## config.mk

```make
export PLATFORM = sky130hd
export DESIGN_NAME = data_transfer_opcode_decoder
export DESIGN_NICKNAME = d
export VERILOG_FILES = /design/src/rtl/first_byte_classifier.v /design/src/rtl/modrm_checker.v /design/src/rtl/data_transfer_opcode_decoder.v
export VERILOG_INCLUDE_DIRS = /design/src /design/src/rtl
export SDC_FILE = /design/constraint.sdc
export NUM_CORES = 1
export LEC_CHECK = 0
export ABC_AREA = 1
export BUFFER_PORTS_ARGS = -buffer_cell sky130_fd_sc_hd__clkbuf_2
export CAP_MARGIN = 20
export CORE_UTILIZATION = 60
export CTS_CLUSTER_DIAMETER = 150
export CTS_CLUSTER_SIZE = 20
export DETAILED_ROUTE_END_ITERATION = 10
export GPL_ROUTABILITY_DRIVEN = 0
export HOLD_SLACK_MARGIN = 0.02
export PLACE_DENSITY = 0.92
export SLEW_MARGIN = 20
export SYNTH_ARGS = -nofsm -noshare
export SYNTH_HDL_FRONTEND = slang
export SYNTH_SLANG_ARGS = --single-unit
```

## constraint.sdc

```tcl
create_clock -name ref_clk -period 3.7 [get_ports ref_clk]
set_clock_uncertainty 0.2 [all_clocks]
set_input_delay 0.555 -clock ref_clk [delete_from_list [all_inputs] [get_ports ref_clk]]
set_output_delay 0.555 -clock ref_clk [all_outputs]
set_load 0.005 [all_outputs]
```

## src/rtl/xfer_decoder_defs.vh

```
`ifndef XFER_DECODER_DEFS_VH
`define XFER_DECODER_DEFS_VH

// First-byte opcode patterns, upper seven bits (size flag excluded)
`define OPC7_REG_TO_RM      7'h44
`define OPC7_RM_TO_REG      7'h45
`define OPC7_SWAP           7'h43
`define OPC7_PORT_IN_FIXED  7'h72
`define OPC7_PORT_OUT_FIXED 7'h73

// Full-byte opcodes
`define OPC_RM_TO_SEG       8'h8e
`define OPC_SEG_TO_RM       8'h8c
`define OPC_PUSH_MEM        8'hff
`define OPC_POP_RM          8'h8f
`define OPC_EA_LOAD         8'h8d
`define OPC_FAR_DS          8'hc5
`define OPC_FAR_ES          8'hc4
`define OPC_TABLE_LOOKUP    8'hd7
`define OPC_FLAGS_LOAD      8'h9f
`define OPC_FLAGS_STORE     8'h9e

// Addressing-form byte fields
`define MODRM_MOD_HI        7
`define MODRM_MOD_LO        6
`define MODRM_REG_HI        5
`define MODRM_REG_LO        3
`define MODRM_RM_HI         2
`define MODRM_RM_LO         0
`define MOD_REGISTER        2'h3
`define MOD_NO_DISP         2'h0
`define MOD_DISP8           2'h1
`define RM_DIRECT           3'h6
`define SUB_PUSH_MEM        3'h6
`define SUB_POP_RM          3'h0

// Operation class codes
`define CLS_W               5
`define CLS_NONE            5'h00
`define CLS_REG_TO_RM       5'h01
`define CLS_RM_TO_REG       5'h02
`define CLS_RM_TO_SEG       5'h03
`define CLS_SEG_TO_RM       5'h04
`define CLS_PUSH_MEM        5'h05
`define CLS_POP_RM          5'h06
`define CLS_SWAP            5'h07
`define CLS_PORT_IN         5'h08
`define CLS_PORT_OUT        5'h09
`define CLS_EA_LOAD         5'h0a
`define CLS_FAR_DS          5'h0b
`define CLS_FAR_ES          5'h0c
`define CLS_TABLE_LOOKUP    5'h0d
`define CLS_FLAGS_LOAD      5'h0e
`define CLS_FLAGS_STORE     5'h0f

`endif

```

## src/rtl/first_byte_classifier.v

```verilog
`timescale 1ns/1ps
`default_nettype none
`include "xfer_decoder_defs.vh"

module first_byte_classifier
(
  input  wire [7:0]         opcode,
  output reg  [`CLS_W-1:0]  op_class,
  output reg                needs_modrm,
  output reg                needs_port,
  output wire               word_size
);

  // Size flag sits in bit 0 of every size-carrying opcode
  assign word_size = opcode[0];

  // Map the first byte onto its operation class and trailing-byte needs
  always @*
  begin
    op_class    = `CLS_NONE;
    needs_modrm = 1'b0;
    needs_port  = 1'b0;
    case (opcode[7:1])
      `OPC7_REG_TO_RM:      begin op_class = `CLS_REG_TO_RM; needs_modrm = 1'b1; end
      `OPC7_RM_TO_REG:      begin op_class = `CLS_RM_TO_REG; needs_modrm = 1'b1; end
      `OPC7_SWAP:           begin op_class = `CLS_SWAP;      needs_modrm = 1'b1; end
      `OPC7_PORT_IN_FIXED:  begin op_class = `CLS_PORT_IN;   needs_port  = 1'b1; end
      `OPC7_PORT_OUT_FIXED: begin op_class = `CLS_PORT_OUT;  needs_port  = 1'b1; end
      default:
      begin
        case (opcode)
          `OPC_RM_TO_SEG:    begin op_class = `CLS_RM_TO_SEG; needs_modrm = 1'b1; end
          `OPC_SEG_TO_RM:    begin op_class = `CLS_SEG_TO_RM; needs_modrm = 1'b1; end
          `OPC_PUSH_MEM:     begin op_class = `CLS_PUSH_MEM;  needs_modrm = 1'b1; end
          `OPC_POP_RM:       begin op_class = `CLS_POP_RM;    needs_modrm = 1'b1; end
          `OPC_EA_LOAD:      begin op_class = `CLS_EA_LOAD;   needs_modrm = 1'b1; end
          `OPC_FAR_DS:       begin op_class = `CLS_FAR_DS;    needs_modrm = 1'b1; end
          `OPC_FAR_ES:       begin op_class = `CLS_FAR_ES;    needs_modrm = 1'b1; end
          `OPC_TABLE_LOOKUP: op_class = `CLS_TABLE_LOOKUP;
          `OPC_FLAGS_LOAD:   op_class = `CLS_FLAGS_LOAD;
          `OPC_FLAGS_STORE:  op_class = `CLS_FLAGS_STORE;
          default:           op_class = `CLS_NONE;
        endcase
      end
    endcase
  end

endmodule // first_byte_classifier

`default_nettype wire

```

## src/rtl/modrm_checker.v

```verilog
`timescale 1ns/1ps
`default_nettype none
`include "xfer_decoder_defs.vh"

module modrm_checker
(
  input  wire [`CLS_W-1:0]  op_class,
  input  wire [7:0]         modrm,
  output reg                form_ok,
  output reg  [1:0]         disp_bytes,
  output wire               rm_is_reg
);

  wire [1:0] mode;
  wire [2:0] mid;
  wire [2:0] rm;

  assign mode      = modrm[`MODRM_MOD_HI:`MODRM_MOD_LO];
  assign mid       = modrm[`MODRM_REG_HI:`MODRM_REG_LO];
  assign rm        = modrm[`MODRM_RM_HI:`MODRM_RM_LO];
  assign rm_is_reg = (mode == `MOD_REGISTER);

  // Displacement length follows the addressing form; register form has none
  always @*
  begin
    case (mode)
      `MOD_REGISTER: disp_bytes = 2'h0;
      `MOD_DISP8:    disp_bytes = 2'h1;
      `MOD_NO_DISP:  disp_bytes = (rm == `RM_DIRECT) ? 2'h2 : 2'h0;
      default:       disp_bytes = 2'h2;
    endcase
  end

  // Per-class legality of the addressing-form byte
  always @*
  begin
    case (op_class)
      `CLS_RM_TO_SEG: form_ok = ~mid[2];
      `CLS_SEG_TO_RM: form_ok = ~mid[2];
      `CLS_PUSH_MEM:  form_ok = (mid == `SUB_PUSH_MEM);
      `CLS_POP_RM:    form_ok = (mid == `SUB_POP_RM);
      `CLS_EA_LOAD:   form_ok = ~rm_is_reg;
      `CLS_FAR_DS:    form_ok = ~rm_is_reg;
      `CLS_FAR_ES:    form_ok = ~rm_is_reg;
      default:        form_ok = 1'b1;
    endcase
  end

endmodule // modrm_checker

`default_nettype wire

```

## src/rtl/data_transfer_opcode_decoder.v

```verilog
`timescale 1ns/1ps
`default_nettype none
`include "xfer_decoder_defs.vh"

module data_transfer_opcode_decoder
(
  input  wire               ref_clk,
  input  wire               srst,
  input  wire               byte_valid,
  input  wire [7:0]         byte_data,
  output wire               byte_ready,
  output reg                dec_valid,
  output reg  [`CLS_W-1:0]  dec_class,
  output reg                dec_word,
  output reg                dec_illegal,
  output reg  [1:0]         dec_mode,
  output reg  [2:0]         dec_reg,
  output reg  [2:0]         dec_rm,
  output reg                dec_rm_is_reg,
  output reg  [1:0]         dec_disp_bytes,
  output reg  [7:0]         dec_port,
  output reg                transfer_op,
  output reg                swap_op,
  output reg                table_lookup_op,
  output reg                effective_address_load_op,
  output reg                far_pointer_data_seg_op,
  output reg                far_pointer_extra_seg_op,
  output reg                flags_high_byte_load_op,
  output reg                flags_high_byte_store_op
);

  // One-hot states of the byte collector
  localparam [2:0] ST_OPCODE = 3'h1;
  localparam [2:0] ST_MODRM  = 3'h2;
  localparam [2:0] ST_PORT   = 3'h4;

  reg  [2:0]         state;
  reg  [2:0]         next_state;
  reg  [7:0]         opcode;
  reg  [7:0]         next_opcode;
  reg  [`CLS_W-1:0]  class_sel;
  wire [7:0]         cls_in;
  wire [`CLS_W-1:0]  op_class;
  wire               needs_modrm;
  wire               needs_port;
  wire               word_size;
  wire               form_ok;
  wire [1:0]         disp_bytes;
  wire               rm_is_reg;
  wire               finish;

  // Classify the live byte while idle, the held opcode afterwards
  assign cls_in     = (state == ST_OPCODE) ? byte_data : opcode;
  assign byte_ready = 1'b1;

  first_byte_classifier u_classify
  (
    .opcode      (cls_in),
    .op_class    (op_class),
    .needs_modrm (needs_modrm),
    .needs_port  (needs_port),
    .word_size   (word_size)
  );

  modrm_checker u_form
  (
    .op_class   (op_class),
    .modrm      (byte_data),
    .form_ok    (form_ok),
    .disp_bytes (disp_bytes),
    .rm_is_reg  (rm_is_reg)
  );

  // Sequence opcode, then addressing-form or port byte
  always @*
  begin
    next_state  = state;
    next_opcode = opcode;
    case (state)
      ST_OPCODE:
      begin
        if (byte_valid && needs_modrm)
        begin
          next_state  = ST_MODRM;
          next_opcode = byte_data;
        end
        else if (byte_valid && needs_port)
        begin
          next_state  = ST_PORT;
          next_opcode = byte_data;
        end
      end
      ST_MODRM:
        if (byte_valid)
          next_state = ST_OPCODE;
      ST_PORT:
        if (byte_valid)
          next_state = ST_OPCODE;
      default:
        next_state = ST_OPCODE;
    endcase
  end

  // A decode result is produced on the final byte of each instruction
  assign finish = byte_valid &&
                  (((state == ST_OPCODE) && !needs_modrm && !needs_port) ||
                   (state == ST_MODRM) || (state == ST_PORT));

  always @(posedge ref_clk)
  begin
    if (srst)
    begin
      state   <= ST_OPCODE;
      opcode  <= 8'h00;
    end
    else
    begin
      state   <= next_state;
      opcode  <= next_opcode;
    end
  end

  // Pass the operation class through unchanged for the named-operation flags
  always @*
  begin
    class_sel = op_class;
  end

  // Register decoded fields on the instruction's last byte
  always @(posedge ref_clk)
  begin
    if (srst)
    begin
      dec_valid                 <= 1'b0;
      dec_class                 <= `CLS_NONE;
      dec_word                  <= 1'b0;
      dec_illegal               <= 1'b0;
      dec_mode                  <= 2'h0;
      dec_reg                   <= 3'h0;
      dec_rm                    <= 3'h0;
      dec_rm_is_reg             <= 1'b0;
      dec_disp_bytes            <= 2'h0;
      dec_port                  <= 8'h00;
      transfer_op               <= 1'b0;
      swap_op                   <= 1'b0;
      table_lookup_op           <= 1'b0;
      effective_address_load_op <= 1'b0;
      far_pointer_data_seg_op   <= 1'b0;
      far_pointer_extra_seg_op  <= 1'b0;
      flags_high_byte_load_op   <= 1'b0;
      flags_high_byte_store_op  <= 1'b0;
    end
    else
    begin
      dec_valid <= finish;
      if (finish)
      begin
        dec_class   <= class_sel;
        dec_word    <= word_size;
        dec_illegal <= (class_sel == `CLS_NONE) ||
                       ((state == ST_MODRM) && !form_ok);
        if (state == ST_MODRM)
        begin
          dec_mode       <= byte_data[`MODRM_MOD_HI:`MODRM_MOD_LO];
          dec_reg        <= byte_data[`MODRM_REG_HI:`MODRM_REG_LO];
          dec_rm         <= byte_data[`MODRM_RM_HI:`MODRM_RM_LO];
          dec_rm_is_reg  <= rm_is_reg;
          dec_disp_bytes <= disp_bytes;
        end
        else
        begin
          dec_mode       <= 2'h0;
          dec_reg        <= 3'h0;
          dec_rm         <= 3'h0;
          dec_rm_is_reg  <= 1'b0;
          dec_disp_bytes <= 2'h0;
        end
        dec_port <= (state == ST_PORT) ? byte_data : 8'h00;
        transfer_op <= (class_sel == `CLS_REG_TO_RM) || (class_sel == `CLS_RM_TO_REG) ||
                       (class_sel == `CLS_RM_TO_SEG) || (class_sel == `CLS_SEG_TO_RM);
        swap_op                   <= (class_sel == `CLS_SWAP);
        table_lookup_op           <= (class_sel == `CLS_TABLE_LOOKUP);
        effective_address_load_op <= (class_sel == `CLS_EA_LOAD);
        far_pointer_data_seg_op   <= (class_sel == `CLS_FAR_DS);
        far_pointer_extra_seg_op  <= (class_sel == `CLS_FAR_ES);
        flags_high_byte_load_op   <= (class_sel == `CLS_FLAGS_LOAD);
        flags_high_byte_store_op  <= (class_sel == `CLS_FLAGS_STORE);
      end
    end
  end

endmodule // data_transfer_opcode_decoder

`default_nettype wire

```

==> After elaboration in Yosys (flattened, before gate mapping) <==
Index checks and enable logic that the tools add are counted.
{ "totals": {"regBits": 46, "elab_cells": 107} }
{ "classes": {"n_eq_ne": 37, "mux": 21, "n_bitwise": 2, "n_reduce_logical": 27} }
{ "op_table": {"columns": ["cell", "n"], "rows": [
  ["$eq A8 B8 Y1 const B", 10],
  ["$pmux W4 S10", 1],
  ["$eq A7 B7 Y1 const B", 5],
  ["$mux W8", 4],
  ["$eq A5 B4 Y1 const B", 6],
  ["$pmux W5 S5", 1],
  ["$eq A5 B3 Y1 const B", 4],
  ["$mux W3", 5],
  ["$eq A5 B2 Y1 const B", 2],
  ["$eq A3 B3 Y1 const B", 3],
  ["$reduce_or A7 Y1", 1],
  ["$logic_and A1 B1 Y1", 6],
  ["$logic_or A1 B1 Y1", 6],
  ["$mux W2", 3],
  ["$pmux W2 S3", 1],
  ["$pmux W3 S2", 1],
  ["$reduce_or A2 Y1", 3],
  ["$reduce_or A3 Y1", 2],
  ["$eq A5 B1 Y1 const B", 1],
  ["$logic_not A5 Y1", 1],
  ["$pmux W1 S4", 1],
  ["$reduce_and A2 Y1", 2],
  ["$eq A3 B1 Y1 const B", 1],
  ["$eq A3 B2 Y1 const B", 1],
  ["11 further kinds", 16]
]} }

==> Longest topological paths before layout <==
Gate-level depths: netlist (run 1).
{ "logic_depth": {"word_depth": 12, "depth_mapped": 16, "depth_no_buf": 15} }

==> By module <==
From an unflattened synthesis (run 1), not the netlist that was laid out.
{ "unflattened": {"hier_cells": 449, "area_unflattened_um2": 2695.1} }
{ "modules_own_cells": {"columns": ["module", "instances", "cells_per_inst", "area_each_um2", "seq_area_each_um2"], "rows": [
  ["data_transfer_opcode_decoder", 1, 327, 2169.6, 920.9],
  ["first_byte_classifier", 1, 86, 371.6, 0.0],
  ["modrm_checker", 1, 36, 153.9, 0.0]
]} }

==> Worst setup path before layout (run 1) <==
Ideal clock, no wire load.
{ "synth_timing": {"path_kind": "input -> register", "start": "input port byte_data[6]", "end": "register opcode[1]", "setup_time_ns": 0.128, "t_arrival_ns": 1.871, "setup_slack_ns": 1.502, "path_stages": 13, "path_cell_list": "inv_1 > nand4_1 > nand2_1 > nand2_1 > nor2_4 > nand2_2 > nand3_2 > nor2_4 > nand2_1 > nand3_2 > buf_2 > o21ai_0 > nor2_1"} }
{ "synth_via": {"elab_chain_cells": 8, "word_cells_on_any_way": 24, "cone_classes": "eq/ne (12); mux (5); reduce/logical (7)"} }
{ "synth_rtl": {"columns": ["item", "line", "source"], "rows": [
  ["start: declaration", "data_transfer_opcode_decoder.v:10", "input wire [7:0] byte_data,"],
  ["$mux W8 (*)", "data_transfer_opcode_decoder.v:53", "assign cls_in = (state == ST_OPCODE) ? byte_data : opcode;"],
  ["$eq A8 B8 Y1", "first_byte_classifier.v:31", "case (opcode)"],
  ["$reduce_or A7 Y1 (no line)", null, null],
  ["$mux W1", "first_byte_classifier.v:31", null],
  ["$pmux W1 S2", "first_byte_classifier.v:23", "case (opcode[7:1])"],
  ["$logic_and A1 B1 Y1", "data_transfer_opcode_decoder.v:82", "if (byte_valid && needs_modrm)"],
  ["$reduce_bool A2 Y1 (no line)", null, null],
  ["$reduce_and A2 Y1 (no line)", null, null],
  ["end signal: assignment", "data_transfer_opcode_decoder.v:119", "opcode <= next_opcode;"],
  ["end: declaration", "data_transfer_opcode_decoder.v:39", "reg [7:0] opcode;"]
]} }
Every way passes the cells marked *; elsewhere a longest branch is shown, timed or not.
A chain may end at the register's enable or synchronous reset.

==> Worst setup path in the final report (run 1) <==
{ "layout_timing": {"start": "register state[0]", "end": "register dec_class[3]"} }
{ "layout_via": {"elab_chain_cells": 12, "word_cells_on_any_way": 34, "cone_classes": "eq/ne (18); mux (6); reduce/logical (10)"} }
{ "layout_rtl": {"columns": ["item", "line", "source"], "rows": [
  ["start: declaration", "data_transfer_opcode_decoder.v:37", "reg [2:0] state;"],
  ["start signal: assignment", "data_transfer_opcode_decoder.v:118", "state <= next_state;"],
  ["$eq A3 B1 Y1", "data_transfer_opcode_decoder.v:53, data_transfer_opcode_decoder.v:106", null],
  ["$mux W8", "data_transfer_opcode_decoder.v:53", null],
  ["$eq A8 B8 Y1", "first_byte_classifier.v:31", null],
  ["$reduce_or A7 Y1 (no line)", null, null],
  ["$mux W1", "first_byte_classifier.v:31", null],
  ["$pmux W1 S2", "first_byte_classifier.v:23", null],
  ["$logic_not A1 Y1", "data_transfer_opcode_decoder.v:106", "(((state == ST_OPCODE) && !needs_modrm && !needs_port) ||"],
  ["$logic_and A1 B1 Y1 (2 in series)", "data_transfer_opcode_decoder.v:106", null],
  ["$logic_or A1 B1 Y1", "data_transfer_opcode_decoder.v:106", null],
  ["$logic_or A1 B1 Y1", "data_transfer_opcode_decoder.v:107", "(state == ST_MODRM) || (state == ST_PORT));"],
  ["$logic_and A1 B1 Y1", "data_transfer_opcode_decoder.v:105", "assign finish = byte_valid &&"],
  ["end signal: assignment", "data_transfer_opcode_decoder.v:135", "dec_class <= `CLS_NONE;"],
  ["end signal: assignment", "data_transfer_opcode_decoder.v:158", "dec_class <= class_sel;"],
  ["end: declaration", "data_transfer_opcode_decoder.v:13", "output reg [`CLS_W-1:0] dec_class,"]
]} }
Parallel ways exist; a longest one is shown, timed or not.

==> results of run 1 <==
layer usage:
metal  global-route usage (%)  vias to the layer above  part of all wire (%)
met5                        0                        -                     0
met4                     12.0                        0                   2.9
met3                     7.02                       16                   8.1
met2                     46.6                      125                    45
met1                     36.6                     1100                    44
li1                         -                     1259                     -
logic make-up after synthesis:
| kind of cell | Yosys count | share of synthesized area [%] |
|---|---|---|
| AOI/OAI and AO/OA | 52 | 12.3 |
| buffers and inverters | 45 | 8.57 |
| DFF | 45 | 35.7 |
| other | 2 | 0.297 |
| and+or+nand+nor | 216 | 43.1 |
how the worst min path moves through the flow:
stage | end | slack, ns
finish | dec_port[1] | 0.27
global route | dec_port[1] | 0.29
floorplan | opcode[7] | 0.23
CTS | dec_port[1] | 0.27
global placement | far_pointer_data_seg_op | 0.25
detailed placement | dec_port[1] | 0.25
cell usage in the layout, fill, tap and decap left out, types with 10 or more instances in the layout:
cell,netlist,layout
a21oi_1,23,23
clkbuf_2,0,44
dfxtp_1,45,45
inv_1,25,25
nand2_1,82,82
nand2_2,12,12
nand3_1,36,36
nand4_1,21,21
nor2_1,37,37
o21ai_0,12,12
o21ai_2,10,10
per-stage QoR:
stage | util (%) | hold WS, ns
6_report | 69.9 | 0.267
5_1_grt | 69.9 | 0.291
4_1_cts | 69.9 | 0.268
3_5_place_dp | 67.1 | 0.255
3_3_place_gp | 67.1 | 0.251
2_1_floorplan | - | 0.230
Yosys cell counts, drive strengths merged:
cell type and n:
nor2 43, nand3b 2, a211oi 1, dfxtp 45
buf 12, nor3 8, nand2 100, clkbuf 5
o21ai 27, inv 28, nand3 42, a21oi 24
conb 2, nand4 21
power by group through the flow:
stage	clock, mW	sequential (mW)	combinational (mW)
final	0.370	0.512	0.219
after detailed placement	0	0.523	0.213
after CTS	0.374	0.511	0.215
after global placement	0	0.523	0.208
after floorplan	0	0.520	0.173
after global routing	0.396	0.514	0.239
worst max-delay path: stages, from the launching register on:
cell,delay [ns]
dfxtp_1,0.74
nand3_4,0.29
nand2_1,0.15
nand2_2,0.11
nand2_1,0.18
nor2_1,0.06
nand2_1,0.16
nand3_2,0.13
nor2_4,0.15
nand3_4,0.10
nand2_4,0.12
nand2_4,0.21
o21ai_0,0.27
nor2_1,0.06
cell type report:
class                           instances  area (um^2)
Multi-Input combinational cell        270         1410
Fill cell                             352         1210
Sequential cell                        45          901
Timing Repair Buffer                   45          228
Inverter                               28          105
Clock buffer                            6         72.6
Tap cell                               50         62.6
Clock inverter                          2         38.8
==> impl_metrics.yaml, run 1 <==
die:
  io-pin-count: 47
  die_h_um: 66.9
  dieArea_um2: 4470
  fp.dieW_um: 66.9
  core_um2: 4030
  initial_core_util_pct: 62.7
  num_rows: 23
grt:
  antenna_found_initial: 0
  grt_pass1_wl_mm: 9.76
  grt_max_degree: 35
  gr-total-overflow: 0
  grt_pass1_vias: 2097
  grt.total_usage_pct: 29.0
outcome:
  status: "finished, final reports clean"
cts:
  clkLatencyLatePin_ns: 0.30
  holdBufCountCts: 0
  cts_buffers: 5
  clkTransAtPathRegs_ns: 0.09
  post_cts_resized: 0
  cts_tree: "yes"
  root_buffer: "clkbuf_8"
  post_cts.repair.setup_buffers: 0
  cts_buffer_depth: 2
  clkSinkCount: 45
  htree_num_levels: 2
synthesis:
  synth.top_cell.area_share_pct: 35.7
  syn_avg_cell_area_um2: 7.01
  netlist-cell-type-count: 28
  synth.area.top_cells: "dfxtp_1 36%, nand2_1 12%, nand3_1 7.1%"
  ys_seq_area_share_pct: 35.7
  synth_area_um2: 2520
  synth_fp_nets: 371
  syn_inst: 360
  ys_warn_count: 0
  synth_seq_cells: 45
  yosysTopAreaCell: "dfxtp_1"
worst_hold_path:
  min-delay-start: "dec_port[1]"
  hold_class: "reg -> reg"
  hold_depth: 2
pwr:
  clock_power_share_pct: 33.6
  p_comb_share_pct: 19.9
  ir_drop_v: 0.000413
  p_per_area_nw_per_um2: 391
  p_total_mw: 1.10
  swShare_pct: 30.6
  sequentialPowerShare_pct: 46.5
  p_switching_mw: 0.337
  p_leak_nw: 1.27
  internal-power_mw: 0.765
detailed_routing:
  ant_nets: 0
  vias: 2500
  viasPerCell: 5.61
  first_iter_violations: 261
  drc: 0
  firstDrtPassIters: 5
  wl_mm: 6.04
  wl_per_cell_um: 13.5
final_layout:
  diodes: 0
  layout.nets: 406
  largestRegisters: "dec_port: 8 flops, opcode: 8 flops, dec_class: 4 flops"
  syn_to_final_growth_pct: 11.5
  postLayoutCellArea_um2: 2820
  fin_cells: 446
  drive_above_1_share_pct: 24.7
placement:
  numPortBuffers: 44
  dp_hpwl_mm: 4.39
  dp_cells: 438
  place_ws_ns: 0.746
  place_area_um2: 2700
critical_path:
  startpoint: "state[0]"
  crit_type: "reg -> reg"
  cp-start-kind: "flip-flop"
  worstPathArrival_ns: 3.04
  r2r_cells: 13
  r2r-end: "dec_class[3]"
  r2r_slack_ns: 0.66
  setup.worst_path.end: "dec_class[3]"
  cp-end-kind: "flip-flop"
  regToRegStartpoint: "state[0]"
  required_ns: 3.70
  critPathMaxFanout: 34
timing:
  finalSetupTns_ns: 0
  maxSlewHeadroom_pct: 50.4
  fin_crit_sh_pct: 82.2
  finalSetupViolCount: 0
  min_period_ns: 3.04
  hold_viol_final: 0
  layout_setup_ws_ns: 0.660
  finalMaxSlewViolations: 0
  rsz0062_at_grt: "false"
  worst_pin_slew_ns: 0.744
  clock.fmax_mhz: 329
job:
  max_cap_violations: 0
Power figures use the tool's default switching activity.
==> run 2: changes to the inputs <==
--- a/config.mk
+++ b/config.mk
@@ -9,13 +9,13 @@
 export ABC_AREA = 1
 export BUFFER_PORTS_ARGS = -buffer_cell sky130_fd_sc_hd__clkbuf_2
 export CAP_MARGIN = 20
-export CORE_UTILIZATION = 60
+export CORE_UTILIZATION = 50
 export CTS_CLUSTER_DIAMETER = 150
 export CTS_CLUSTER_SIZE = 20
 export DETAILED_ROUTE_END_ITERATION = 10
 export GPL_ROUTABILITY_DRIVEN = 0
 export HOLD_SLACK_MARGIN = 0.02
-export PLACE_DENSITY = 0.92
+export PLACE_DENSITY = 0.83
 export SLEW_MARGIN = 20
 export SYNTH_ARGS = -nofsm -noshare
 export SYNTH_HDL_FRONTEND = slang
==> constraint.sdc (replaced) <==
create_clock -name ref_clk -period 2.77 [get_ports ref_clk]
set_clock_uncertainty 0.2 [all_clocks]
set_input_delay 0.4155 -clock ref_clk [delete_from_list [all_inputs] [get_ports ref_clk]]
set_output_delay 0.4155 -clock ref_clk [all_outputs]
set_load 0.005 [all_outputs]
==> impl_metrics.yaml, run 2 (same netlist as run 1, synthesis figures left out) <==
outcome:
  status: "finished, final reports clean"
critical_path:
  path_cells: "inv_4 > nand3_2 > nand2_1 > nand2_2 > nand2_2 > nor2_1 > nand2_2 > nand3_2 > nor2_4 > nand3_4 > nand2_4 > nand2_8 > o21ai_1 > nor2_1"
  crit_path_frequent_cell: "nand2_2"
  cp-start-kind: "flip-flop"
  critPathMaxFanout: 34
  startpoint: "state[1]"
  crit_type: "reg -> reg"
  worstPathArrival_ns: 2.65
  required_ns: 2.76
  cpMaxStageDelayCell: "dfxtp_1"
  cp-end-kind: "flip-flop"
  regToRegStartpoint: "state[1]"
  slowest_delay_ns: 0.35
pwr:
  p_leak_nw: 1.33
  ir_drop_v: 0.000306
  p_per_area_nw_per_um2: 480
die:
  core_um2: 4790
  initial_core_util_pct: 52.8
  fp.dieW_um: 73.1
  dieArea_um2: 5340
  die_h_um: 73.1
  io-pin-count: 47
  num_rows: 25
grt:
  grt_pass1_vias: 2317
  grt_pass1_wl_mm: 10.5
  grt.total_usage_pct: 25.3
  gr-total-overflow: 0
  antenna_found_initial: 0
  grt_max_degree: 35
placement:
  numPortBuffers: 44
  dp_hpwl_mm: 4.60
  place_area_um2: 2770
  place_ws_ns: 0.0456
  dp_cells: 461
detailed_routing:
  wl_per_cell_um: 14.1
  wl_mm: 6.71
  ant_nets: 0
  viasPerCell: 5.54
  drc: 0
  firstDrtPassIters: 5
  vias: 2632
  first_iter_violations: 240
cts:
  htree_num_levels: 2
  clkTransAtPathRegs_ns: 0.08
  root_buffer: "clkbuf_8"
  clkLatencyLatePin_ns: 0.30
  cts_buffers: 5
  cts_tree: "yes"
  holdBufCountCts: 0
  clkSinkCount: 45
  cts_buffer_depth: 2
final_layout:
  syn_to_final_growth_pct: 15.9
  drive_above_1_share_pct: 27.2
  mostFrequentLayoutCells: "81 x nand2_1, 45 x dfxtp_1, 44 x clkbuf_2"
  fin_cells: 475
  layout.nets: 418
  final_common_cell: "nand2_1"
  postLayoutCellArea_um2: 2930
  fin_util_pct: 61.2
  diodes: 0
  largestRegisters: "dec_port: 8 flops, opcode: 8 flops, dec_class: 4 flops"
worst_hold_path:
  min-delay-start: "byte_data[7]"
  hold_class: "in -> reg"
job:
  max_cap_violations: 0
timing:
  finalMaxSlewViolations: 0
  finalSetupViolCount: 0
  min_period_ns: 2.65
  clock.fmax_mhz: 377
  maxSlewHeadroom_pct: 47.7
  layout_setup_ws_ns: 0.117
  worst_pin_slew_ns: 0.784
  hold_viol_final: 0
  fin_crit_sh_pct: 95.8
==> run 2: cell count changes in the layout (fill, tap and decap cells not counted), moves of 2 or more <==
cell and change:
o21ai_0 -2, buf_4 +11, o21ai_1 +2, clkinv_2 +2
==> run 2: layout make-up <==
cell class	instances	area, um^2
inverters	28	108
fillers	455	1860
clock buffers	6	72.6
repair buffers	56	310
clock inverters	2	10.0
multi-input cells	271	1440
well taps	67	83.8
flip-flops and latches	45	901
==> run 2: path summary, 6_finish.rpt <==
kind                 endpoint  slack [ns]  cells past startpoint
setup reg to reg     dec_word        0.12                     14
hold reg to reg     opcode[7]        0.26                      2
hold / removal    dec_port[7]        0.24                      3
setup / recovery     dec_word        0.12                     14
==> run 2: power by group <==
| group | internal [mW] | total (mW) | switching (mW) |
|---|---|---|---|
| Sequential | 0.668 | 0.681 | 0.0133 |
| Clock | 0.175 | 0.392 | 0.217 |
| Combinational | 0.101 | 0.333 | 0.231 |
==> run 2: worst max-delay path, delay by kind of cell, from the launching register on <==
kind,cells,cell delay [ns]
AND/OR/NAND/NOR,12,1.54
buffers and inverters,1,0.17
AO/OA/AOI/OAI,1,0.25
flip-flops,1,0.35
==> run 2: what timing repair did <==
item                                    4_1_cts  5_1_grt
setup buffers                                 0        5
resized for setup                             0        7
endpoints found under the setup margin        0       41
==> run 2: through the flow <==
stage	power [mW]	setup TNS, ns	hold slack, ns
after floorplan	0.925	0	0.230
after global placement	0.985	0	0.241
after detailed placement	0.990	0	0.250
after CTS	1.38	0	0.230
after global routing	1.47	-0.207	0.270
final	1.41	0	0.244
==> run 2: layer usage <==
layer | vias up | routed length (um) | track usage [%]
li1 | 1282 | - | -
met1 | 1187 | 2970 | 32.8
met2 | 130 | 3010 | 40.0
met3 | 33 | 452 | 4.28
met4 | 0 | 279 | 13.5
met5 | - | 0 | 0
==> run 3: changes to the inputs <==
--- a/config.mk
+++ b/config.mk
@@ -7,7 +7,7 @@
 export NUM_CORES = 1
 export LEC_CHECK = 0
 export ABC_AREA = 1
-export BUFFER_PORTS_ARGS = -buffer_cell sky130_fd_sc_hd__clkbuf_2
+export BUFFER_PORTS_ARGS = -buffer_cell sky130_fd_sc_hd__buf_2
 export CAP_MARGIN = 20
 export CORE_UTILIZATION = 50
 export CTS_CLUSTER_DIAMETER = 150
@@ -16,7 +16,7 @@
 export GPL_ROUTABILITY_DRIVEN = 0
 export HOLD_SLACK_MARGIN = 0.02
 export PLACE_DENSITY = 0.83
-export SLEW_MARGIN = 20
+export SLEW_MARGIN = 0
 export SYNTH_ARGS = -nofsm -noshare
 export SYNTH_HDL_FRONTEND = slang
 export SYNTH_SLANG_ARGS = --single-unit
==> impl_metrics.yaml, run 3 (same netlist as run 1, synthesis figures left out) <==
outcome:
  status: "finished, final reports clean"
pwr:
  p_comb_share_pct: 23.5
  swShare_pct: 33.2
  clock_power_share_pct: 28.8
  p_switching_mw: 0.474
  p_per_area_nw_per_um2: 485
  sequentialPowerShare_pct: 47.7
  ir_drop_v: 0.000254
  internal-power_mw: 0.952
  p_leak_nw: 1.36
  p_total_mw: 1.43
critical_path:
  r2r_cells: 14
  r2r-end: "far_pointer_extra_seg_op"
  worstPathArrival_ns: 2.68
  critPathMaxFanout: 17
  required_ns: 2.81
  r2r_slack_ns: 0.14
  regToRegStartpoint: "state[1]"
  cp-start-kind: "flip-flop"
  crit_type: "reg -> reg"
  cp-end-kind: "flip-flop"
timing:
  finalSetupViolCount: 0
  maxSlewHeadroom_pct: 48.0
  layout_setup_ws_ns: 0.137
  clock.fmax_mhz: 380
  finalMaxSlewViolations: 0
  finalHoldWorstSlack_ns: 0.224
  min_period_ns: 2.63
  finalSetupTns_ns: 0
  hold_viol_final: 0
  fin_crit_sh_pct: 95.0
  worst_pin_slew_ns: 0.779
worst_hold_path:
  min-delay-start: "byte_data[7]"
  hold_class: "in -> reg"
  hold_depth: 3
  min_to: "dec_port[7]"
detailed_routing:
  ant_nets: 0
  viasPerCell: 5.53
  vias: 2633
  firstDrtPassIters: 5
  drc: 0
  first_iter_violations: 289
  wl_mm: 6.60
  wl_per_cell_um: 13.9
final_layout:
  final_common_cell: "nand2_1"
  drive_above_1_share_pct: 27.4
  fin_cells: 476
  syn_to_final_growth_pct: 16.5
  mostFrequentLayoutCells: "81 x nand2_1, 45 x dfxtp_1, 44 x buf_2"
  layout.nets: 419
  largestRegisters: "dec_port: 8 flops, opcode: 8 flops, dec_class: 4 flops"
  diodes: 0
job:
  max_cap_violations: 0
cts:
  clkLatencyLatePin_ns: 0.31
  clkSinkCount: 45
  cts_buffer_depth: 2
  holdBufCountCts: 0
  htree_num_levels: 2
  clkTransAtPathRegs_ns: 0.09
  root_buffer: "clkbuf_8"
  cts_tree: "yes"
  cts_buffers: 5
grt:
  antenna_found_initial: 0
  grt_max_degree: 35
  gr-total-overflow: 0
  grt_pass1_vias: 2319
  grt.total_usage_pct: 25.7
  grt_pass1_wl_mm: 10.7
placement:
  place_ws_ns: 0.00331
  dp_cells: 460
  numPortBuffers: 44
  dp_hpwl_mm: 4.67
die:
  die_h_um: 73.1
  io-pin-count: 47
  initial_core_util_pct: 52.8
  core_um2: 4790
  dieArea_um2: 5340
  num_rows: 25
  fp.dieW_um: 73.1
==> run 3: layer usage <==
layer,wire length [um],up-vias,GRT usage (%)
li1,-,1286,-
met1,2810,1173,33.5
met2,3080,144,40.9
met3,491,30,4.70
met4,228,0,12.0
met5,0,-,0
==> run 3: critical path: stages (launching register included) <==
cell and delay (ns):
dfxtp_1 0.36, inv_4 0.16, nand3_4 0.20, nand2_1 0.11, nand2_1 0.12, nand2_1 0.17, nor2_1 0.06, nand2_1 0.13
nand3_2 0.12, nor2_4 0.14, nand3_4 0.11, a21oi_4 0.26, dlymetal6s2s_1 0.22, nand2_1 0.08, a21oi_1 0.11
==> run 3: cell type report <==
class                           count  area, um^2
Clock buffer                        6        72.6
Inverter                           28         108
Fill cell                         447        1850
Tap cell                           67        83.8
Multi-Input combinational cell    270        1430
Timing Repair Buffer               58         330
Clock inverter                      2        15.0
Sequential cell                    45         901
==> run 3: repair_timing <==
item / 4_1_cts / 5_1_grt
pin swaps: 1 / 1
endpoints found under the setup margin: 2 / 41
gates resized for setup: 0 / 6
buffers inserted: 2 / 6
==> run 3: per-stage QoR <==
step / cell area [um^2] / utilization (%)
2_1_floorplan: 2520 / -
3_3_place_gp: 2760 / 57.7
3_5_place_dp: 2760 / 57.7
4_1_cts: 2870 / 59.9
5_1_grt: 2940 / 61.4
6_report: 2940 / 61.4
==> run 3: worst max path at each step <==
stage / from / to / slack [ns] / depth (start not counted)
6_report: state[1] / far_pointer_extra_seg_op / 0.14 / 14
2_1_floorplan: state[1] / dec_word / 0.61 / 16
5_1_grt: state[1] / far_pointer_extra_seg_op / -0.03 / 14
3_5_place_dp: state[1] / dec_class[1] / 0.003 / 14
4_1_cts: state[1] / dec_class[1] / 0.009 / 14
3_3_place_gp: state[1] / dec_word / 0.12 / 14
==> run 3: power by group through the flow <==
| stage | Sequential (mW) | Combinational [mW] | Clock (mW) |
|---|---|---|---|
| floorplan | 0.694 | 0.231 | 0 |
| global placement | 0.695 | 0.288 | 0 |
| detailed placement | 0.695 | 0.294 | 0 |
| CTS | 0.680 | 0.300 | 0.415 |
| global route | 0.683 | 0.366 | 0.437 |
| finish | 0.680 | 0.335 | 0.411 |
